## src/hdl/mii_rs_pkg.sv

```systemverilog
// constants and types shared by the mii reconciliation block
package mii_rs_pkg;

    // ------------------------------------------------------------
    // link geometry
    // ------------------------------------------------------------
    localparam int NIB_W = 4;
    localparam int BITS_PER_NIB = 4;
    localparam int SYNC_W = 10;

    // ------------------------------------------------------------
    // reaction bounds, in bit times
    // ------------------------------------------------------------
    localparam int START_MAX_BITS = 4;
    localparam int DETECT_MAX_BITS = 8;
    localparam int CRS_TO_TX_MAX_BITS = 16;
    localparam int COL_TO_JAM_MAX_BITS = 16;

    // bounds as whole link clock cycles (round down; the start bound at least one)
    localparam int START_MAX_CYC = (START_MAX_BITS / BITS_PER_NIB < 1) ? 1 :
        START_MAX_BITS / BITS_PER_NIB;
    localparam int COL_TO_JAM_CYC = COL_TO_JAM_MAX_BITS / BITS_PER_NIB;
    localparam int CRS_TO_TX_CYC = CRS_TO_TX_MAX_BITS / BITS_PER_NIB;

    // ------------------------------------------------------------
    // jam pattern and reset values
    // ------------------------------------------------------------
    localparam logic [3:0] JAM_NIB = 4'h5;
    localparam int JAM_NIBBLES = 8;
    localparam logic [3:0] TXD_RST = 4'h0;

    // transmit sequencer
    typedef enum logic [1:0] {
        TX_IDLE,
        TX_DATA,
        TX_JAM
    } tx_state_t;

endpackage

```

## src/hdl/mii_sync.sv

```systemverilog
// two-flop synchroniser bank for the asynchronous mii inputs
module mii_sync #(
    parameter int WIDTH = 10
) (
    input wire logic mclk,
    input wire logic rst_b,
    input wire logic [WIDTH-1:0] din,
    output logic [WIDTH-1:0] dout
);

    typedef struct packed {
        logic [WIDTH-1:0] meta;
        logic [WIDTH-1:0] sync;
    } sync_state_t;

    sync_state_t st;
    sync_state_t next_st;

    // an empty bank cannot be built, refuse it at elaboration
    if (WIDTH < 1) begin : g_bad_width
        $error("mii_sync width must be positive");
    end

    // first stage feeds only the second stage
    always_comb begin
        next_st = st;
        next_st.meta = din;
        next_st.sync = st.meta;
    end

    always_ff @(posedge mclk or negedge rst_b) begin
        if (!rst_b) begin
            st <= '0;
        end else begin
            st <= next_st;
        end
    end

    assign dout = st.sync;

endmodule // mii_sync

```

## src/hdl/mii_rs.sv

```systemverilog
// mac-side reconciliation logic for a media independent interface
// --------------------------------------------------------------------
// --------------------------------------------------------------------
module mii_rs (
    input wire logic mclk,
    input wire logic rst_b,
    input wire logic full_duplex,
    input wire logic mac_tx_valid,
    input wire logic [3:0] mac_tx_nib,
    output logic mac_tx_ready,
    output logic mac_carrier,
    output logic mac_collision,
    output logic mac_rx_valid,
    output logic [3:0] mac_rx_nib,
    output logic mac_rx_end,
    output logic mac_rx_fcs_err,
    input wire logic tx_clk,
    output logic [3:0] txd,
    output logic tx_en,
    output logic tx_er,
    input wire logic rx_clk,
    input wire logic [3:0] rxd,
    input wire logic rx_dv,
    input wire logic rx_er,
    input wire logic crs,
    input wire logic col
);

    // ------------------------------------------------------------
    // state
    // ------------------------------------------------------------
    typedef struct packed {
        mii_rs_pkg::tx_state_t tx_st;
        logic [3:0] txd;
        logic tx_en;
        logic tx_er;
        logic tx_ready;
        logic [3:0] jam_cnt;
        logic txclk_d;
        logic rxclk_d;
        logic carrier;
        logic collision;
        logic dv_seen;
        logic rx_in_frame;
        logic rx_valid;
        logic [3:0] rx_nib;
        logic rx_end;
        logic rx_err_seen;
        logic rx_fcs_err;
        logic [2:0] start_wait;
    } rs_state_t;

    rs_state_t st;
    rs_state_t next_st;
    logic [mii_rs_pkg::SYNC_W-1:0] pins_s;
    logic txclk_s;
    logic rxclk_s;
    logic crs_s;
    logic col_s;
    logic dv_s;
    logic er_s;
    logic [3:0] rxd_s;
    logic txclk_rise;
    logic rxclk_rise;
    logic half_col;

    // ------------------------------------------------------------
    // input synchronisation
    // ------------------------------------------------------------
    // all phy pins are asynchronous to mclk, link clocks included
    mii_sync #(
        .WIDTH(mii_rs_pkg::SYNC_W)
    ) u_sync (
        .mclk(mclk),
        .rst_b(rst_b),
        .din({tx_clk, rx_clk, crs, col, rx_dv, rx_er, rxd}),
        .dout(pins_s)
    );

    assign {txclk_s, rxclk_s, crs_s, col_s, dv_s, er_s, rxd_s} = pins_s;
    // edges found on the second flop only
    assign txclk_rise = txclk_s && !st.txclk_d;
    assign rxclk_rise = rxclk_s && !st.rxclk_d;
    // collision only counts in half duplex
    assign half_col = col_s && !full_duplex;

    // ------------------------------------------------------------
    // next state
    // ------------------------------------------------------------
    always_comb begin
        next_st = st;
        next_st.txclk_d = txclk_s;
        next_st.rxclk_d = rxclk_s;
        next_st.tx_ready = 1'b0;
        next_st.rx_valid = 1'b0;
        next_st.rx_end = 1'b0;

        // carrier follows crs until rx_dv falls inside a frame
        if (!crs_s) begin
            next_st.dv_seen = 1'b0;
        end else if (dv_s) begin
            next_st.dv_seen = 1'b1;
        end
        next_st.carrier = crs_s && !(st.dv_seen && !dv_s);
        next_st.collision = half_col;

        // transmit: change outputs just after a link rising edge, so the
        // phy samples them stably one edge later
        if (txclk_rise) begin
            case (st.tx_st)
                mii_rs_pkg::TX_IDLE: begin
                    if (mac_tx_valid) begin
                        next_st.tx_st = mii_rs_pkg::TX_DATA;
                        next_st.tx_en = 1'b1;
                        next_st.txd = mac_tx_nib;
                        next_st.tx_ready = 1'b1;
                    end
                end
                mii_rs_pkg::TX_DATA: begin
                    if (half_col) begin
                        next_st.tx_st = mii_rs_pkg::TX_JAM;
                        next_st.txd = mii_rs_pkg::JAM_NIB;
                        next_st.jam_cnt = 4'h0;
                    end else if (mac_tx_valid) begin
                        next_st.txd = mac_tx_nib;
                        next_st.tx_ready = 1'b1;
                    end else begin
                        next_st.tx_st = mii_rs_pkg::TX_IDLE;
                        next_st.tx_en = 1'b0;
                        next_st.txd = mii_rs_pkg::TXD_RST;
                    end
                end
                mii_rs_pkg::TX_JAM: begin
                    if (st.jam_cnt == 4'(mii_rs_pkg::JAM_NIBBLES - 1)) begin
                        next_st.tx_st = mii_rs_pkg::TX_IDLE;
                        next_st.tx_en = 1'b0;
                        next_st.txd = mii_rs_pkg::TXD_RST;
                    end else begin
                        next_st.jam_cnt = st.jam_cnt + 4'h1;
                    end
                end
                default: begin
                    next_st.tx_st = mii_rs_pkg::TX_IDLE;
                    next_st.tx_en = 1'b0;
                end
            endcase
        end

        // link edges waited for a pending start, checked below
        if (st.tx_st != mii_rs_pkg::TX_IDLE || !mac_tx_valid) begin
            next_st.start_wait = 3'h0;
        end else if (txclk_rise && st.start_wait != 3'h7) begin
            next_st.start_wait = st.start_wait + 3'h1;
        end

        // receive: one nibble per rx_clk edge while rx_dv is high
        if (rxclk_rise) begin
            if (dv_s) begin
                if (!st.rx_in_frame) begin
                    next_st.rx_fcs_err = 1'b0;
                end
                next_st.rx_in_frame = 1'b1;
                next_st.rx_valid = 1'b1;
                next_st.rx_nib = rxd_s;
                if (er_s) begin
                    next_st.rx_err_seen = 1'b1;
                end
            end else if (st.rx_in_frame) begin
                // error flag rides with the end marker, held until next frame
                next_st.rx_in_frame = 1'b0;
                next_st.rx_end = 1'b1;
                next_st.rx_fcs_err = st.rx_err_seen;
                next_st.rx_err_seen = 1'b0;
            end
        end
    end

    // ------------------------------------------------------------
    // registers
    // ------------------------------------------------------------
    always_ff @(posedge mclk or negedge rst_b) begin
        if (!rst_b) begin
            st <= '0;
            st.tx_st <= mii_rs_pkg::TX_IDLE;
            st.txd <= mii_rs_pkg::TXD_RST;
        end else begin
            st <= next_st;
        end
    end

    // the mac never asks for deliberate corruption, so this flop stays at reset
    assign tx_er = st.tx_er;
    assign txd = st.txd;
    assign tx_en = st.tx_en;
    assign mac_tx_ready = st.tx_ready;
    assign mac_carrier = st.carrier;
    assign mac_collision = st.collision;
    assign mac_rx_valid = st.rx_valid;
    assign mac_rx_nib = st.rx_nib;
    assign mac_rx_end = st.rx_end;
    assign mac_rx_fcs_err = st.rx_fcs_err;

    // ------------------------------------------------------------
    // assertions
    // ------------------------------------------------------------
    localparam int DET_LIM = 4;
    localparam int CRS_TX_LIM = 40;
endmodule // mii_rs

```

## config.mk

```make
export PLATFORM = sky130hd
export DESIGN_NAME = mii_rs
export DESIGN_NICKNAME = d
export VERILOG_FILES = /design/src/hdl/mii_rs_pkg.sv /design/src/hdl/mii_sync.sv /design/src/hdl/mii_rs.sv
export SDC_FILE = /design/constraint.sdc
export NUM_CORES = 1
export LEC_CHECK = 0
export ABC_AREA = 1
export ABC_CLOCK_PERIOD_IN_PS = 1900
export BUFFER_PORTS_ARGS = -buffer_cell sky130_fd_sc_hd__buf_2
export CAP_MARGIN = 15
export CORE_UTILIZATION = 54
export DETAILED_ROUTE_END_ITERATION = 8
export PLACE_DENSITY_LB_ADDON = 0.3
export SLEW_MARGIN = 20
export SYNTH_ARGS = -nofsm -noshare
export SYNTH_HDL_FRONTEND = slang
export SYNTH_SLANG_ARGS = --single-unit
```

## constraint.sdc

```tcl
create_clock -name mclk -period 1.9 [get_ports mclk]
set_clock_uncertainty 0.2 [all_clocks]
set_input_delay 0.19 -clock mclk [delete_from_list [all_inputs] [get_ports mclk]]
set_output_delay 0.19 -clock mclk [all_outputs]
set_load 0.02 [all_outputs]
```

==> results of run 1 <==
[logic make-up (layout without fill, tap and decap cells)]
| group | after synthesis | count (layout) |
|---|---|---|
| simple gates | 98 | 98 |
| flops | 46 | 46 |
| buf+inv | 34 | 84 |
| fa+ha+maj | 7 | 7 |
| compound gates | 6 | 6 |
| other cells | 1 | 1 |
[registers in the layout, summed over array words and instances (netlist names)]
register / count
mac_carrier: 1
mac_collision: 1
mac_rx_end: 1
mac_rx_fcs_err: 1
mac_rx_nib: 4
mac_rx_valid: 1
mac_tx_ready: 1
st: 11
tx_en: 1
txd: 4
u_sync.dout: 10
u_sync.next_st: 10
[cell type report]
cell class              instances  share of cell area
flip-flops and latches         46              0.5033
multi-input cells             112              0.2440
repair buffers                 51              0.1510
inverters                      25             0.04103
well taps                      46             0.02516
clock inverters                 3             0.01915
clock buffers                   5             0.01641
[cell usage in the layout, fill, tap and decap left out]
cell           synthesis  layout
nand3_1                8       8
clkinv_2               0       1
o21ai_0                4       4
nand3_2                1       1
inv_2                  1       1
inv_1                 23      23
dlygate4sd3_1          0      17
buf_2                  0      32
buf_4                  9       2
nor2_4                 2       2
nor2_1                 8       8
dfrtp_1               46      46
clkbuf_4               0       5
nand2_1               69      69
bufinv_16              0       1
ha_1                   7       7
clkinv_1               1       1
nand3b_2               1       1
nor2_2                 1       1
nand4_1                4       4
nand2_4                2       2
inv_6                  0       1
nor3_1                 2       2
a21oi_1                2       2
conb_1                 1       1
[stage by stage]
| step | util | total power [mW] |
|---|---|---|
| 5_1_grt | 0.6854 | 2.619 |
| 6_report | 0.6854 | 2.452 |
| 2_1_floorplan | - | 1.715 |
| 4_1_cts | 0.6854 | 2.458 |
| 3_3_place_gp | 0.6100 | 1.815 |
| 3_5_place_dp | 0.6100 | 1.837 |
[what timing repair did]
item | CTS | global route
hold buffers | 17 | 0
endpoints found under the setup margin | 0 | 0
endpoints found under the hold margin | 43 | 0
[routing by layer]
layer  track usage  vias up  wire length [um]
met3       0.05117        7               125
met1        0.2500      647              1360
li1              -      671                 -
met4       0.08117        0                54
met5             0        -                 0
met2        0.3925       35              1894
[power by group through the flow]
stage	Sequential [mW]	Clock [mW]	Combinational (mW)
4_1_cts	1.19	0.608	0.661
3_5_place_dp	1.21	0	0.631
6_report	1.19	0.602	0.660
2_1_floorplan	1.21	0	0.500
5_1_grt	1.20	0.656	0.760
3_3_place_gp	1.20	0	0.615
[critical path, stage by stage (launching register included)]
cell     delay [ps]
dfrtp_1         420
inv_1           100
ha_1            370
inv_2            60
nor2_1          130
nand3_1         160
nand2_1         100
nand2_1          50
[path summary, 6_finish.rpt]
| path | startpoint | to | slack, ps | depth (start not counted) |
|---|---|---|---|---|
| max reg2reg | st[28] | st[19] | 210 | 7 |
| max | st[28] | st[19] | 210 | 7 |
| min in group mclk | u_sync.next_st[3] | u_sync.dout[3] | 160 | 0 |
| min reg2reg | u_sync.next_st[3] | u_sync.dout[3] | 160 | 0 |
| max in group asynchronous | rst_b | st[18] | 790 | 3 |
| min | rst_b | u_sync.dout[8] | 140 | 2 |
==> metrics.txt, run 1 <==
# TYPE chip_impl_metric gauge
chip_impl_metric{name="yosys.area.top_type_share",unit=""} 0.6154
chip_impl_metric{name="synthesized_netlist_cell_count",unit=""} 192
chip_impl_metric{name="postSynthAreaPerCell",unit="um2"} 9.742
chip_impl_metric{name="switching_share_of_power",unit=""} 0.3362
chip_impl_metric{name="synth.area.mux_share",unit=""} 0
chip_impl_metric{name="post_drt_via_cell_ratio",unit=""} 4.722
chip_impl_metric{name="synth-compound-area-share",unit=""} 0.01605
chip_impl_metric{name="grt_start_max_net_pins",unit=""} 30
chip_impl_info{name="worstSetupEndpointType",value="flip-flop"} 1
chip_impl_metric{name="wire_length_of_the_first_global_routing_pass",unit="um"} 5754
chip_impl_metric{name="grt_overflow_total",unit=""} 0
chip_impl_metric{name="clock_sink_count",unit=""} 46
chip_impl_info{name="worstSetupPathType",value="flip-flop to flip-flop"} 1
chip_impl_metric{name="power.ir.vdd_worst",unit="V"} 0.0006033
chip_impl_metric{name="synth_area",unit="um2"} 1871
chip_impl_metric{name="tightest_slew",unit="ps"} 586.1
chip_impl_info{name="post_synth_most_frequent_cells",value="nand2_1, dfrtp_1, inv_1"} 1
chip_impl_metric{name="powerDensity",unit="nW/um2"} 1072
chip_impl_metric{name="sequential_share_of_power",unit=""} 0.485
chip_impl_metric{name="design.core.area",unit="um2"} 3337
chip_impl_metric{name="postRouteAntennaNets",unit=""} 0
chip_impl_metric{name="postLayoutSetupSlackWorst",unit="ps"} 213.4
chip_impl_metric{name="detailedPlace.worstSlack",unit="ps"} 243.1
chip_impl_info{name="synthMostInstantiatedCell",value="nand2_1"} 1
chip_impl_metric{name="biggest_fanout_along_the_worst_timing_path",unit=""} 5
chip_impl_metric{name="num_rows",unit=""} 21
chip_impl_metric{name="max-slew-margin-rel",unit=""} 0.6093
chip_impl_metric{name="final.min_clock_period",unit="ps"} 1687
chip_impl_metric{name="place.detailed.instances",unit=""} 263
chip_impl_info{name="holdCritPathClass",value="input pin to asynchronous set/reset pin"} 1
chip_impl_metric{name="area_growth_syn_to_layout",unit="%"} 22.27
chip_impl_metric{name="clkSlewWorstSetupHoldPaths",unit="ps"} 130
chip_impl_metric{name="n_fill_cell",unit=""} 278
chip_impl_metric{name="place_hpwl",unit="um"} 2359
chip_impl_info{name="tritoncts",value="yes"} 1
chip_impl_metric{name="chipHeight",unit="um"} 60.86
chip_impl_metric{name="drt_iter0_drc",unit=""} 71
chip_impl_metric{name="synth.distinct_cells",unit=""} 19
chip_impl_metric{name="cts_max_level",unit=""} 2
chip_impl_metric{name="cts_inserted_buffers",unit=""} 5
chip_impl_metric{name="hold_violations",unit=""} 0
chip_impl_metric{name="synth-warning-count",unit=""} 0
chip_impl_metric{name="timing.final.setup_violations",unit=""} 0
chip_impl_metric{name="worstSkewPairLatency",unit="ps"} 360
chip_impl_metric{name="die-area",unit="um2"} 3703
chip_impl_metric{name="fin_hold_ws",unit="ps"} 144.9
chip_impl_metric{name="asr_flop_ratio_synth",unit=""} 1.000
chip_impl_metric{name="area_fraction_in_and_or_nand_and_nor_cells_after_synthesis",unit=""} 0.2334
chip_impl_metric{name="finalWirelength",unit="um"} 3434
chip_impl_metric{name="postSynthRegisterBits",unit=""} 46
chip_impl_metric{name="final_net_count",unit=""} 266
chip_impl_metric{name="post_route_cells_drive_above_1_share",unit=""} 0.2066
chip_impl_metric{name="antenna_violations_before_repair",unit=""} 0
chip_impl_metric{name="quantity_of_i_o_buffers_inserted_on_ports",unit=""} 32
chip_impl_metric{name="die_boundary_width",unit="um"} 60.86
chip_impl_metric{name="pin_count",unit=""} 34
chip_impl_metric{name="cts-root-to-sink-buffers",unit=""} 2
chip_impl_metric{name="post_synth_edffs",unit=""} 0
chip_impl_info{name="grt_setup_unrepaired",value="no"} 1
chip_impl_metric{name="initial_utilization",unit=""} 0.5606
chip_impl_metric{name="worstPathArrival",unit="ps"} 1750
chip_impl_metric{name="multiInputGateArea",unit="um2"} 558.0
chip_impl_metric{name="synth_fa_ha_area_frac",unit=""} 0.04682
chip_impl_metric{name="final-seq-area",unit="um2"} 1151
chip_impl_metric{name="detailedRoute.firstPassIterationCount",unit=""} 4
chip_impl_info{name="synth_top_family_by_area",value="simple AND/OR/NAND/NOR gates"} 1
chip_impl_metric{name="vias",unit=""} 1360
chip_impl_metric{name="gp_routability_congestion",unit=""} 0.8557
chip_impl_metric{name="post_synth_xor_area_fraction",unit=""} 0
chip_impl_metric{name="layoutNonFillerInstCount",unit=""} 288
chip_impl_metric{name="cell_internal_pwr",unit="mW"} 1.627
chip_impl_metric{name="clockPowerShare",unit=""} 0.246
chip_impl_metric{name="min_period_over_period",unit=""} 0.8877
chip_impl_metric{name="slew_viol_final",unit=""} 0
chip_impl_info{name="yosys.area.top_type",value="dfrtp_1"} 1
chip_impl_info{name="status",value="finished clean"} 1
chip_impl_info{name="ys_dominant_reg_cell",value="dfrtp_1"} 1
chip_impl_metric{name="postCtsSetupBuffers",unit=""} 0
chip_impl_metric{name="post_cts_resize_count",unit=""} 0
chip_impl_info{name="start_kind",value="flip-flop"} 1
chip_impl_metric{name="wire_per_inst",unit="um"} 11.92
chip_impl_metric{name="max_cap_viol_count",unit=""} 0
chip_impl_metric{name="remaining_drc_errors",unit=""} 0
chip_impl_metric{name="synth.net_count",unit=""} 217
chip_impl_metric{name="diode_count",unit=""} 0
chip_impl_info{name="root_buffer",value="clkbuf_4"} 1
chip_impl_metric{name="grt_pass1_vias",unit=""} 1395
chip_impl_metric{name="crit_required",unit="ps"} 1960
chip_impl_metric{name="maxClockFrequency",unit="MHz"} 592.9
chip_impl_metric{name="finish.instance_area",unit="um2"} 2287
chip_impl_metric{name="static-leakage-power",unit="nW"} 1.261
chip_impl_metric{name="p_switching",unit="mW"} 0.8244
chip_impl_metric{name="comb_power_share",unit=""} 0.269
chip_impl_metric{name="placed_instance_area",unit="um2"} 2036
chip_impl_metric{name="synth.yosys.seq_area_share",unit=""} 0.6154
chip_impl_metric{name="setup-tns-final",unit="ps"} 0
chip_impl_metric{name="combined_global_route_utilization_of_all_metal_layers",unit=""} 0.2173
chip_impl_info{name="synthTopCellsByArea",value="dfrtp_1, nand2_1, ha_1, inv_1, buf_4"} 1
No activity file was read; power rests on OpenSTA's default activity.
==> inputs of run 2 (changes only) <==
--- a/config.mk
+++ b/config.mk
@@ -12,6 +12,7 @@
 export CORE_UTILIZATION = 54
 export DETAILED_ROUTE_END_ITERATION = 8
 export PLACE_DENSITY_LB_ADDON = 0.3
+export RECOVER_POWER = 50
 export SLEW_MARGIN = 20
 export SYNTH_ARGS = -nofsm -noshare
 export SYNTH_HDL_FRONTEND = slang
==> metrics.txt, run 2 (synthesis results as in run 1) <==
# TYPE chip_impl_metric gauge
chip_impl_info{name="status",value="finished clean"} 1
chip_impl_info{name="cp-endpoint",value="st[19]"} 1
chip_impl_metric{name="cp.buffers_inverters",unit=""} 2
chip_impl_metric{name="cts-hold-fix-buffers",unit=""} 17
chip_impl_info{name="mostFrequentLayoutCells",value="nand2_1, dfrtp_1, buf_2"} 1
chip_impl_metric{name="grt_use_met1",unit=""} 0.2500
chip_impl_metric{name="worstRegToRegCells",unit=""} 7
chip_impl_metric{name="worstPathArrival",unit="ps"} 1750
chip_impl_info{name="critical_path.most_common_cell",value="nand2_1"} 1
chip_impl_metric{name="cts-root-to-sink-buffers",unit=""} 2
chip_impl_metric{name="cpPeakStageDelay",unit="ps"} 420
chip_impl_metric{name="slew_viol_final",unit=""} 0
chip_impl_metric{name="place_hpwl",unit="um"} 2359
chip_impl_info{name="max_flop_register",value="st"} 1
chip_impl_metric{name="grt_pass1_vias",unit=""} 1395
chip_impl_metric{name="powerDensity",unit="nW/um2"} 1072
chip_impl_metric{name="num_rows",unit=""} 21
chip_impl_metric{name="grt_overflow_total",unit=""} 0
chip_impl_metric{name="post_route_cells_drive_above_1_share",unit=""} 0.2066
chip_impl_metric{name="die-area",unit="um2"} 3703
chip_impl_metric{name="final.min_clock_period",unit="ps"} 1687
chip_impl_metric{name="crit_required",unit="ps"} 1960
chip_impl_metric{name="quantity_of_i_o_buffers_inserted_on_ports",unit=""} 32
chip_impl_metric{name="setup-tns-final",unit="ps"} 0
chip_impl_metric{name="power.ir.vdd_worst",unit="V"} 0.0006033
chip_impl_metric{name="gp_routability_congestion",unit=""} 0.8557
chip_impl_metric{name="post_cts_resize_count",unit=""} 0
chip_impl_metric{name="layoutNonFillerInstCount",unit=""} 288
chip_impl_metric{name="static-leakage-power",unit="nW"} 1.261
chip_impl_metric{name="clock_sink_count",unit=""} 46
chip_impl_metric{name="area_growth_syn_to_layout",unit="%"} 22.27
chip_impl_metric{name="timing.final.setup_violations",unit=""} 0
chip_impl_metric{name="final_net_count",unit=""} 266
chip_impl_metric{name="remaining_drc_errors",unit=""} 0
chip_impl_info{name="start_kind",value="flip-flop"} 1
chip_impl_metric{name="largest_reg_flops",unit=""} 11
chip_impl_info{name="final_common_cell",value="nand2_1"} 1
chip_impl_metric{name="die_boundary_width",unit="um"} 60.86
chip_impl_metric{name="cts_inserted_buffers",unit=""} 5
chip_impl_metric{name="postRouteAntennaNets",unit=""} 0
chip_impl_metric{name="globalRouteMet3Util",unit=""} 0.05117
chip_impl_metric{name="tightest_slew",unit="ps"} 652.1
chip_impl_metric{name="placed_instance_area",unit="um2"} 2036
chip_impl_metric{name="globalRouteMet2Util",unit=""} 0.3925
chip_impl_metric{name="min_period_over_period",unit=""} 0.8877
chip_impl_metric{name="timing.reg2reg.setup_slack",unit="ps"} 210
chip_impl_metric{name="chipHeight",unit="um"} 60.86
chip_impl_info{name="r2r_end",value="st[19]"} 1
chip_impl_metric{name="vias",unit=""} 1360
chip_impl_metric{name="combined_global_route_utilization_of_all_metal_layers",unit=""} 0.2173
chip_impl_metric{name="place.detailed.instances",unit=""} 263
chip_impl_metric{name="initial_utilization",unit=""} 0.5606
chip_impl_info{name="worst_setup_path_startpoint",value="st[28]"} 1
chip_impl_metric{name="biggest_fanout_along_the_worst_timing_path",unit=""} 5
chip_impl_metric{name="grt_start_max_net_pins",unit=""} 30
chip_impl_metric{name="finalWirelength",unit="um"} 3434
chip_impl_metric{name="diode_count",unit=""} 0
chip_impl_info{name="grt_setup_unrepaired",value="no"} 1
chip_impl_info{name="worstSetupEndpointType",value="flip-flop"} 1
chip_impl_metric{name="pin_count",unit=""} 34
chip_impl_info{name="tritoncts",value="yes"} 1
chip_impl_info{name="worstSetupPathType",value="flip-flop to flip-flop"} 1
chip_impl_info{name="holdCritPathClass",value="flip-flop to flip-flop"} 1
chip_impl_metric{name="worstSkewPairLatency",unit="ps"} 360
chip_impl_info{name="regToRegStartpoint",value="st[28]"} 1
chip_impl_metric{name="hold_violations",unit=""} 0
chip_impl_metric{name="clkSlewWorstSetupHoldPaths",unit="ps"} 130
chip_impl_metric{name="finish.instance_area",unit="um2"} 2287
chip_impl_metric{name="maxClockFrequency",unit="MHz"} 592.9
chip_impl_metric{name="wire_length_of_the_first_global_routing_pass",unit="um"} 5754
chip_impl_metric{name="post_drt_via_cell_ratio",unit=""} 4.722
chip_impl_metric{name="postCtsSetupBuffers",unit=""} 0
chip_impl_info{name="crit_chain",value="inv_1 > ha_1 > inv_2 > nor2_1 > nand3_1 > nand2_1 > nand2_1"} 1
chip_impl_info{name="critical-path-top-delay-family",value="simple AND/OR/NAND/NOR gates"} 1
chip_impl_metric{name="path_depth",unit=""} 7
chip_impl_metric{name="wire_per_inst",unit="um"} 11.92
chip_impl_info{name="root_buffer",value="clkbuf_4"} 1
chip_impl_metric{name="max_cap_viol_count",unit=""} 0
chip_impl_info{name="most_utilized_layer_in_the_global_route_result",value="met2"} 1
chip_impl_metric{name="drt_iter0_drc",unit=""} 71
chip_impl_metric{name="max-slew-margin-rel",unit=""} 0.5653
chip_impl_metric{name="antenna_violations_before_repair",unit=""} 0
chip_impl_metric{name="design.core.area",unit="um2"} 3337
chip_impl_metric{name="cts_max_level",unit=""} 2
chip_impl_metric{name="detailedRoute.firstPassIterationCount",unit=""} 4
chip_impl_info{name="worst_path_max_delay_cell",value="dfrtp_1"} 1
run 2: changes by cell type in the layout (fill, tap and decap cells not counted), sizes merged:
cell	delta
buf	-1
clkbuf	+1
run 2: worst min path at each step:
stage                 startpoint                 to  slack, ps  depth (start not counted)
2_1_floorplan              rst_b        mac_carrier       -310                          0
3_3_place_gp               rst_b     u_sync.dout[8]         30                          1
3_5_place_dp               rst_b     u_sync.dout[8]         30                          1
4_1_cts                    rst_b  u_sync.next_st[5]        170                          2
5_1_grt        u_sync.next_st[1]     u_sync.dout[1]        170                          0
6_report       u_sync.next_st[3]     u_sync.dout[3]        160                          0
run 2: per-stage QoR:
stage               total power, mW    util  hold WS [ps]  setup WS [ps]
finish                        2.452  0.6854         164.2          213.4
floorplan                     1.715       -        -305.6          378.4
CTS                           2.458  0.6854         166.1          208.8
global placement              1.815  0.6100         28.97          304.1
detailed placement            1.837  0.6100         31.78          243.1
global route                  2.619  0.6854         174.5          44.87
run 2: per-layer routing:
layer / wire, um / share of wire
met1: 1360 / 0.40
met2: 1894 / 0.55
met3: 125 / 0.036
met4: 54 / 0.016
met5: 0 / 0
run 2: layout make-up:
class | count | area (um2)
tap | 46 | 57.56
fill | 278 | 1050
sequential | 46 | 1151
clock buffer | 5 | 37.54
clock inverter | 3 | 43.79
multi-input combinational | 112 | 558.0
inverter | 25 | 93.84
timing repair buffer | 51 | 345.3
run 2: worst reg2reg max path, stage by stage (launching register included):
cell,delay (ps)
dfrtp_1,420
inv_1,100
ha_1,370
inv_2,60
nor2_1,130
nand3_1,160
nand2_1,100
nand2_1,50
run 2: where the power goes:
part,total (mW),switching (mW),internal [mW],leakage [nW]
clock network,0.602,0.323,0.280,0.0456
registers,1.19,0.0811,1.11,0.567
logic,0.660,0.421,0.240,0.648
total,2.45,0.824,1.63,1.26
